[src/hw/lber_consts.svh]
// Register selects, field positions and reset values for the last branch recorder
`ifndef LBER_CONSTS_SVH
`define LBER_CONSTS_SVH
`define LBER_SEL_CTRL 3'h0
`define LBER_SEL_BR_SRC 3'h1
`define LBER_SEL_BR_TGT 3'h2
`define LBER_SEL_EX_SRC 3'h3
`define LBER_SEL_EX_TGT 3'h4
`define LBER_BIT_REC 0
`define LBER_BIT_STEP 1
`define LBER_BIT_PIN_LO 2
`define LBER_BIT_PIN_HI 5
`define LBER_BIT_MSG 6
`define LBER_CTRL_MASK 32'h0000007f
`define LBER_CTRL_RST 32'h00000000
`define LBER_IP_RST 32'h00000000
`endif

[src/hw/lber_pkg.sv]
// Types shared by the last branch recorder
package lber_pkg;
  typedef struct packed {
    logic br_taken;
    logic intr;
    logic exc;
    logic dbg_fault;
    logic [31:0] src_ip;
    logic [31:0] tgt_ip;
  } lber_xfer_t;

  typedef enum logic [1:0] {
    LBER_IDLE = 2'b00,
    LBER_RDATA = 2'b01
  } lber_state_t;

  typedef struct packed {
    lber_state_t st;
    logic [31:0] ctrl;
    logic [31:0] br_src;
    logic [31:0] br_tgt;
    logic [31:0] ex_src;
    logic [31:0] ex_tgt;
    logic [31:0] rdata;
    logic rvalid;
    logic wack;
    logic [3:0] pin_n;
    logic msg_valid;
    logic [63:0] msg;
    logic [1:0] step_mode;
  } lber_state_s_t;
endpackage

[src/hw/lber_recorder.sv]
// Last branch, interrupt and exception recorder with debug control register
// Functional notes
// - With record_enable set, the last branch and last interrupt or exception addresses are captured.
// - Taken branches, non-debug exceptions and serviced interrupts are all recorded while enabled.
// - A debug fault clears record_enable before its handler runs.
// - A debug fault leaves all four capture registers untouched.
// - A taken branch loads its own address as source and its target as target.
// - An interrupt or exception loads the interrupted address as source and the handler as target.
// - An interrupt or exception first copies the branch pair into the exception pair.
// - Each capture register is a 32-bit instruction pointer.
// - Captured values are code segment offsets, as supplied by the core.
// - All four capture registers are readable through the model register read port.
// - Control writes are taken only at privilege level 0 or in real-address mode.
// - With step_on_branch set, the trap flag steps on taken branches rather than instructions.
// - Each set pin-select bit makes its pin pulse low once per match of its address register.
// - With a pin-select bit clear the pin reports performance events, without touching execution.
// - With branch_msg_on set, branch trace messages are sent and capture contents are undefined.
`timescale 1ns/1ps
`default_nettype none
`include "lber_consts.svh"
module lber_recorder (
  input wire logic clk, // Core clock
  input wire logic reset_n, // Synchronous reset, active low
  input wire logic clk_en, // Freezes all state while low, except that reset still loads
  input wire lber_pkg::lber_xfer_t xfer, // Control transfer reported by the core
  input wire logic trap_flag, // Trap flag from cpu_flag_word
  input wire logic [3:0] bkpt_match, // Match strobes of debug_addr_0..debug_addr_3
  input wire logic [3:0] perf_event, // Performance event strobes
  input wire logic model_reg_read, // Register read strobe
  input wire logic model_reg_write, // Register write strobe
  input wire logic [2:0] reg_sel, // Register select
  input wire logic [31:0] reg_wdata, // Write data
  input wire logic [1:0] priv_level, // Current privilege level
  input wire logic real_mode, // Real-address mode
  output logic [31:0] reg_rdata, // Read data
  output logic reg_rvalid, // Read data valid pulse
  output logic reg_wack, // Write accepted pulse
  output logic [3:0] bkpt_pin_n, // bkpt_pin0_n..bkpt_pin3_n
  output logic step_after_branch, // Request single-step trap after a branch
  output logic step_each_insn, // Per-instruction stepping is active
  output logic msg_valid, // Branch trace message strobe
  output logic [63:0] msg_data // Branch trace message, target over source
);
  lber_pkg::lber_state_s_t s_r;
  lber_pkg::lber_state_s_t s_nxt;

  function automatic logic [31:0] read_mux(input lber_pkg::lber_state_s_t s, input logic [2:0] sel);
    logic [31:0] v;
    v = 32'h00000000;
    unique case (sel)
      `LBER_SEL_CTRL: v = s.ctrl;
      `LBER_SEL_BR_SRC: v = s.br_src;
      `LBER_SEL_BR_TGT: v = s.br_tgt;
      `LBER_SEL_EX_SRC: v = s.ex_src;
      `LBER_SEL_EX_TGT: v = s.ex_tgt;
      default: v = 32'h00000000;
    endcase
    return v;
  endfunction

  logic rec_on;
  logic step_on;
  logic msg_on;
  logic [3:0] pin_sel;
  logic ex_event;
  logic wr_ok;

  always_comb begin
    rec_on = s_r.ctrl[`LBER_BIT_REC];
    step_on = s_r.ctrl[`LBER_BIT_STEP];
    msg_on = s_r.ctrl[`LBER_BIT_MSG];
    pin_sel = s_r.ctrl[`LBER_BIT_PIN_HI:`LBER_BIT_PIN_LO];
    // Debug faults are never counted as exceptions for recording
    ex_event = (xfer.intr | xfer.exc) & ~xfer.dbg_fault;
    wr_ok = model_reg_write & ((priv_level == 2'h0) | real_mode);

    s_nxt = s_r;
    s_nxt.rvalid = 1'b0;
    s_nxt.wack = 1'b0;
    s_nxt.msg_valid = 1'b0;
    s_nxt.st = lber_pkg::LBER_IDLE;

    if (model_reg_read) begin
      s_nxt.rdata = read_mux(s_r, reg_sel);
      s_nxt.rvalid = 1'b1;
      s_nxt.st = lber_pkg::LBER_RDATA;
    end

    if (wr_ok && reg_sel == `LBER_SEL_CTRL) begin
      s_nxt.ctrl = reg_wdata & `LBER_CTRL_MASK;
      s_nxt.wack = 1'b1;
    end

    if (rec_on && !xfer.dbg_fault) begin
      if (ex_event) begin
        s_nxt.ex_src = s_r.br_src;
        s_nxt.ex_tgt = s_r.br_tgt;
        s_nxt.br_src = xfer.src_ip;
        s_nxt.br_tgt = xfer.tgt_ip;
      end else if (xfer.br_taken) begin
        s_nxt.br_src = xfer.src_ip;
        s_nxt.br_tgt = xfer.tgt_ip;
      end
    end

    if (msg_on && !xfer.dbg_fault && (xfer.br_taken || ex_event)) begin
      s_nxt.msg = {xfer.tgt_ip, xfer.src_ip};
      s_nxt.msg_valid = 1'b1;
    end

    // fault clears enable, winning over a write
    if (xfer.dbg_fault) begin
      s_nxt.ctrl[`LBER_BIT_REC] = 1'b0;
    end

    for (int i = 0; i < 4; i++) begin
      s_nxt.pin_n[i] = pin_sel[i] ? ~bkpt_match[i] : ~perf_event[i];
    end

    s_nxt.step_mode[0] = trap_flag & step_on & (xfer.br_taken | ex_event);
    s_nxt.step_mode[1] = trap_flag & ~step_on;

    if (!reset_n) begin
      s_nxt.st = lber_pkg::LBER_IDLE;
      s_nxt.ctrl = `LBER_CTRL_RST;
      s_nxt.br_src = `LBER_IP_RST;
      s_nxt.br_tgt = `LBER_IP_RST;
      s_nxt.ex_src = `LBER_IP_RST;
      s_nxt.ex_tgt = `LBER_IP_RST;
      s_nxt.rdata = 32'h00000000;
      s_nxt.rvalid = 1'b0;
      s_nxt.wack = 1'b0;
      s_nxt.pin_n = 4'hf;
      s_nxt.msg_valid = 1'b0;
      s_nxt.msg = 64'h0000000000000000;
      s_nxt.step_mode = 2'h0;
    end
  end

  // Reset overrides the clock enable so reset never depends on it
  always_ff @(posedge clk) begin
    if (clk_en || !reset_n) begin
      s_r <= s_nxt;
    end
  end

  assign reg_rdata = s_r.rdata;
  assign reg_rvalid = s_r.rvalid;
  assign reg_wack = s_r.wack;
  assign bkpt_pin_n = s_r.pin_n;
  assign step_after_branch = s_r.step_mode[0];
  assign step_each_insn = s_r.step_mode[1];
  assign msg_valid = s_r.msg_valid;
  assign msg_data = s_r.msg;
endmodule
`default_nettype wire

[config.mk]
export PLATFORM = sky130hd
export DESIGN_NAME = lber_recorder
export DESIGN_NICKNAME = d
export VERILOG_FILES = /design/src/hw/lber_pkg.sv /design/src/hw/lber_recorder.sv
export VERILOG_INCLUDE_DIRS = /design/src /design/src/hw
export SDC_FILE = /design/constraint.sdc
export NUM_CORES = 1
export LEC_CHECK = 0
export ABC_AREA = 1
export BUFFER_PORTS_ARGS = -buffer_cell sky130_fd_sc_hd__buf_2
export CAP_MARGIN = 20
export CORE_UTILIZATION = 55
export CTS_CLUSTER_DIAMETER = 80
export DETAILED_ROUTE_END_ITERATION = 12
export PLACE_DENSITY = 0.8
export SYNTH_ARGS = -nofsm -noshare
export SYNTH_HDL_FRONTEND = slang
export SYNTH_SLANG_ARGS = --single-unit
export TNS_END_PERCENT = 5
[constraint.sdc]
create_clock -name clk -period 8.2 [get_ports clk]
set_clock_uncertainty 0.15 [all_clocks]
set_input_delay 2.05 -clock clk [delete_from_list [all_inputs] [get_ports clk]]
set_output_delay 2.05 -clock clk [all_outputs]
set_load 0.02 [all_outputs]
==> flow_summary.json, run 1 <==
{
  "status": "finished, final reports clean",
  "total_power_mw": 2.696,
  "cp_slowest_cell": "nor2_4",
  "grt_pass1_wl_mm": 33.20,
  "grt_pass1_vias": 6784,
  "avgSynthCellArea_um2": 10.15,
  "synth_edf_count": 240,
  "first_pass_iters": 5,
  "synth.top_cell.area_share_pct": 64.52,
  "cts_hold_buf": 0,
  "cellPowerDensity_nw_per_um2": 219.7,
  "initial_utilization_pct": 56.83,
  "start_kind": "input port",
  "p_clk_share_pct": 36.7,
  "tightest_slew_ns": 1.124,
  "drive_gt1_share_pct": 20.67,
  "dieWidth_um": 144.5,
  "fmax_ghz": 0.2429,
  "startpoint": "reg_sel[2]",
  "ys_types": 23,
  "critPathCaptureType": "register",
  "max_stage_delay_ns": 0.86,
  "hp-start": "s_r[224]",
  "drv_slew": 0,
  "syn-num-nets": 1220,
  "grt_max_degree": 85,
  "async_reset_ff_share_pct": 0,
  "hpwl_mm": 13.61,
  "pre_cts_ws_ns": 3.567,
  "p_sw_share_pct": 23.53,
  "ant_nets": 0,
  "yosysMostFrequentCell": "inv_1",
  "area_growth_pct": 9.858,
  "setup_violations": 0,
  "ys_warn_count": 0,
  "cts_tree": "built",
  "clockBufferDepth": 3,
  "rows": 51,
  "ir_drop_uv": 140.8,
  "netlist_top_cells_count": "264 x inv_1, 240 x edfxtp_1, 141 x nand2_1",
  "path_class": "input port to register",
  "setup_tns_ns": 0,
  "htreeDepth": 1,
  "dieArea_um2": 20880,
  "drc": 0,
  "place_area_um2": 11570,
  "overflow": 0,
  "power.switching_uw": 634.3,
  "antenna_found_initial": 0,
  "finalHoldViolCount": 0,
  "ys.flop_type": "edfxtp_1",
  "crit_chain": "buf_2 > nor2_4 > nand4_1 > o21ai_1",
  "die_h_um": 144.5,
  "grtUsageTotal_pct": 21.00,
  "cp_max_fo": 34,
  "hold_ws_ns": 0.3771,
  "period_share_pct": 50.21,
  "synthCells": 1100,
  "cts_root_buf": "clkbuf_16",
  "clock_sinks": 240,
  "yosysTopAreaCell": "edfxtp_1",
  "place_congestion": 0.8300,
  "clkTransAtPathRegs_ns": 0.06,
  "drt-initial-drc-count": 514,
  "p_int_mw": 2.061,
  "cts_setup_buffers": 0,
  "clock_latency_ns": 0.50,
  "syn_area_um2": 11170,
  "fin_ws_ns": 4.083,
  "hold_class": "register to register",
  "post_cts_resize_count": 0,
  "ys_seq_area_share_pct": 64.52,
  "max-cap-violations": 0,
  "core-area_um2": 19650,
  "avgRoutedWirePerCell_um": 14.72,
  "fin_area_um2": 12270,
  "n_fill_cell": 1608,
  "vias": 6972,
  "required_ns": 8.19,
  "arrival_ns": 4.11,
  "synth_area_leaders": "edfxtp_1 65%, inv_1 8.9%, buf_4 7.0%, nand2_1 4.7%, nor2_1 4.7%",
  "synth-seq-cells": 240,
  "rsz0062_at_grt": "no",
  "p_leak_nw": 6.224,
  "p_seq_share_pct": 54.3,
  "wirelength_mm": 21.59,
  "relSlewSlack_pct": 24.91,
  "fin_crit_ns": 4.117,
  "vias_per_cell": 4.756,
  "numCtsBuffers": 25,
  "fin_nets": 1304,
  "num_io_pins": 225,
  "portBuffers": 199,
  "reg2reg_from": "rec_on",
  "p_comb_share_pct": 9.0
}
==> kinds of logic after synthesis <==
logic type,Yosys count,share of synthesized area [%]
AO/OA/AOI/OAI,67,3.047
buffers and inverters,415,18.27
flip-flops,240,64.52
AND/OR/NAND/NOR,378,14.16
==> through the flow <==
stage | utilization [%] | cells
global placement | 58.86 | 1422
CTS | 62.42 | 1465
finish | 62.43 | 1466
detailed placement | 58.86 | 1422
global route | 62.42 | 1465
floorplan | - | 1100
==> layout by cell type (no fill, tap or decap), drive strengths merged <==
cell | netlist | layout
nor3b | 1 | 1
o21bai | 2 | 2
nor2 | 142 | 142
nand2 | 141 | 141
and3 | 1 | 1
clkbuf | 12 | 31
diode | 0 | 1
o21ai | 64 | 64
nand4 | 10 | 10
nand3 | 83 | 83
clkinv | 0 | 12
inv | 267 | 267
a21oi | 1 | 1
buf | 136 | 205
edfxtp | 240 | 240
==> power by group through the flow <==
stage                     registers [mW]  clock network, mW  logic, mW
final                               1.46              0.990      0.242
after global routing                1.47               1.05      0.268
after CTS                           1.46               1.00      0.244
after detailed placement            1.49                  0      0.243
after global placement              1.49                  0      0.237
after floorplan                     1.49                  0      0.185
==> cell type report <==
type	instances	area, um2	area share [%]
Antenna cell	1	2.502	0.02039
Clock buffer	31	648.1	5.282
Clock inverter	12	51.30	0.4181
Inverter	267	1007	8.208
Multi-Input combinational cell	445	1979	16.13
Sequential cell	240	7207	58.73
Tap cell	265	331.6	2.702
Timing Repair Buffer	205	1044	8.504
==> worst max-delay path: cells and delay by family <==
kind	cells	cell delay, ns
AOI/OAI and AO/OA	1	0.51
buffers and inverters	1	0.38
and+or+nand+nor	2	1.15
==> state kept, by name (all words and copies together) (netlist names) <==
signal and count:
step_each_insn 1, msg_valid 1, msg_data 64, reg_rvalid 1
rec_on 1, bkpt_pin_n 4, step_after_branch 1, s_r 129
reg_wack 1, reg_rdata 32, msg_on 1, pin_sel 4
==> routing by layer <==
layer	up-vias	share of wire [%]	track usage (%)	wire, um
li1	3503	-	-	-
met1	3210	40	25.17	8696
met2	220	51	38.26	10990
met3	39	6.1	3.841	1324
met4	0	2.6	6.260	570
met5	-	0	0	0
==> path summary, 6_finish.rpt <==
| path | endpoint | slack [ns] | cells after the start |
|---|---|---|---|
| setup / recovery | pin_sel[1] | 4.08 | 4 |
| hold / removal | s_r[160] | 0.38 | 2 |
| setup reg to reg | s_r[188] | 5.80 | 3 |
| hold reg to reg | s_r[160] | 0.38 | 2 |
No activity file was read; power rests on OpenSTA's default activity.
==> inputs of run 2 (changes only) <==
- CORE_UTILIZATION: 55 -> 50
- PLACE_DENSITY: 0.8 -> 0.77
- clock period: 8.2 -> 3.4 ns (I/O delays scaled with it)
==> flow_summary.json, run 2 (synthesis results as in run 1) <==
{
  "hold_ws_ns": 0.3772,
  "max_stage_delay_ns": 0.58,
  "portBuffers": 199,
  "required_ns": 3.64,
  "place_congestion": 0.8542,
  "r2r_setup_slack_ns": 1.52,
  "dieArea_um2": 22940,
  "cellPowerDensity_nw_per_um2": 546.8,
  "holdPathEnd": "s_r[158]",
  "path_class": "input port to register",
  "wirelength_mm": 22.68,
  "tightest_slew_ns": 0.8898,
  "critical_path.top_delay_family": "simple AND/OR/NAND/NOR gates",
  "clockBufferDepth": 3,
  "grt_max_degree": 137,
  "cts_tree": "built",
  "cts_hold_buf": 0,
  "finalHoldViolCount": 0,
  "die_h_um": 151.5,
  "drt-initial-drc-count": 511,
  "layout_commonest_cell": "inv_1",
  "dieWidth_um": 151.5,
  "htreeDepth": 1,
  "first_pass_iters": 5,
  "fin_ws_ns": 1.110,
  "drive_gt1_share_pct": 21.45,
  "fmax_ghz": 0.4366,
  "ant_nets": 0,
  "area_growth_pct": 12.17,
  "cts_root_buf": "clkbuf_16",
  "avgRoutedWirePerCell_um": 15.19,
  "largest_reg_flops": 129,
  "hpwl_mm": 14.16,
  "use_met3_pct": 4.192,
  "num_io_pins": 225,
  "setup_violations": 0,
  "status": "finished, final reports clean",
  "pre_cts_ws_ns": 0.5889,
  "place_area_um2": 11700,
  "total_power_mw": 6.850,
  "vias": 7090,
  "grt_use_met1_pct": 23.61,
  "period_share_pct": 67.36,
  "max-cap-violations": 0,
  "initial_utilization_pct": 51.02,
  "grt_use_met2_pct": 36.16,
  "p_leak_nw": 6.335,
  "path_buf_inv": 2,
  "critPathCaptureType": "register",
  "fin_crit_ns": 2.290,
  "clkTransAtPathRegs_ns": 0.06,
  "numCtsBuffers": 26,
  "arrival_ns": 2.53,
  "ir_drop_uv": 465.9,
  "clock_latency_ns": 0.53,
  "setup_tns_ns": 0,
  "post_cts_resize_count": 0,
  "dp.cells": 1444,
  "final_cell_mix": "264 x inv_1, 240 x edfxtp_1, 198 x buf_2",
  "cp_max_fo": 25,
  "path_common_cell": "nor2_1",
  "core-area_um2": 21890,
  "r2r_cells": 3,
  "rr_endpoint": "s_r[140]",
  "hold_class": "register to register",
  "cts_setup_buffers": 0,
  "fin_cells": 1493,
  "grtUsageTotal_pct": 19.99,
  "drc": 0,
  "clock_sinks": 240,
  "antenna_found_initial": 2,
  "grt_pass1_vias": 6979,
  "grt_busiest_layer": "met2",
  "rsz0062_at_grt": "no",
  "overflow": 0,
  "grt_pass1_wl_mm": 34.87,
  "crit_chain": "buf_2 > inv_4 > nand3_2 > o21ai_0 > nor2_1 > nor2_1",
  "reg2reg_from": "rec_on",
  "drv_slew": 0,
  "fin_area_um2": 12530,
  "rows": 54,
  "hp-start": "s_r[222]",
  "cp_slowest_cell": "nand3_2",
  "top_register": "s_r",
  "vias_per_cell": 4.749,
  "hold_depth": 2,
  "fin_nets": 1312,
  "start_kind": "input port",
  "final_util_pct": 57.23,
  "relSlewSlack_pct": 40.47
}
==> run 2: worst reg2reg max path, delay by kind of cell, from the launching register on <==
| kind | cells | cell delay [ns] |
|---|---|---|
| AOI/OAI and AO/OA | 1 | 0.47 |
| buffers and inverters | 1 | 0.38 |
| DFF | 1 | 0.36 |
| and+or+nand+nor | 1 | 0.19 |
==> run 2: layout make-up <==
cell class | instances | area [um2]
fill | 1866 | 9363
timing repair buffer | 212 | 1159
inverter | 267 | 1007
clock buffer | 29 | 683.2
sequential | 240 | 7207
tap | 280 | 350.3
multi-input combinational | 445 | 1979
clock inverter | 19 | 140.1
antenna | 1 | 2.502
==> run 2: worst max path at each step <==
stage	from	to	slack [ns]	cells past startpoint
after floorplan	xfer[64]	msg_data[0]	-0.05	5
after global placement	reg_sel[2]	reg_rdata[16]	0.62	6
after detailed placement	reg_sel[2]	reg_rdata[16]	0.59	6
after CTS	reg_sel[2]	reg_rdata[16]	1.14	6
after global routing	reg_sel[2]	reg_rdata[16]	0.94	6
final	reg_sel[2]	reg_rdata[16]	1.11	6
==> run 2: metal layers <==
metal,share of wire [%],vias up,wire length (um)
met5,0.040,-,9
met4,1.9,2,421
met3,6.9,35,1570
met2,52,223,11690
met1,40,3313,8990
li1,-,3517,-
==> run 2: report_power, final <==
group          total, mW  switching, mW  internal (mW)
clock               2.72           1.13           1.59
combinational      0.603          0.423          0.180
sequential          3.53         0.0616           3.47
total               6.85           1.61           5.24
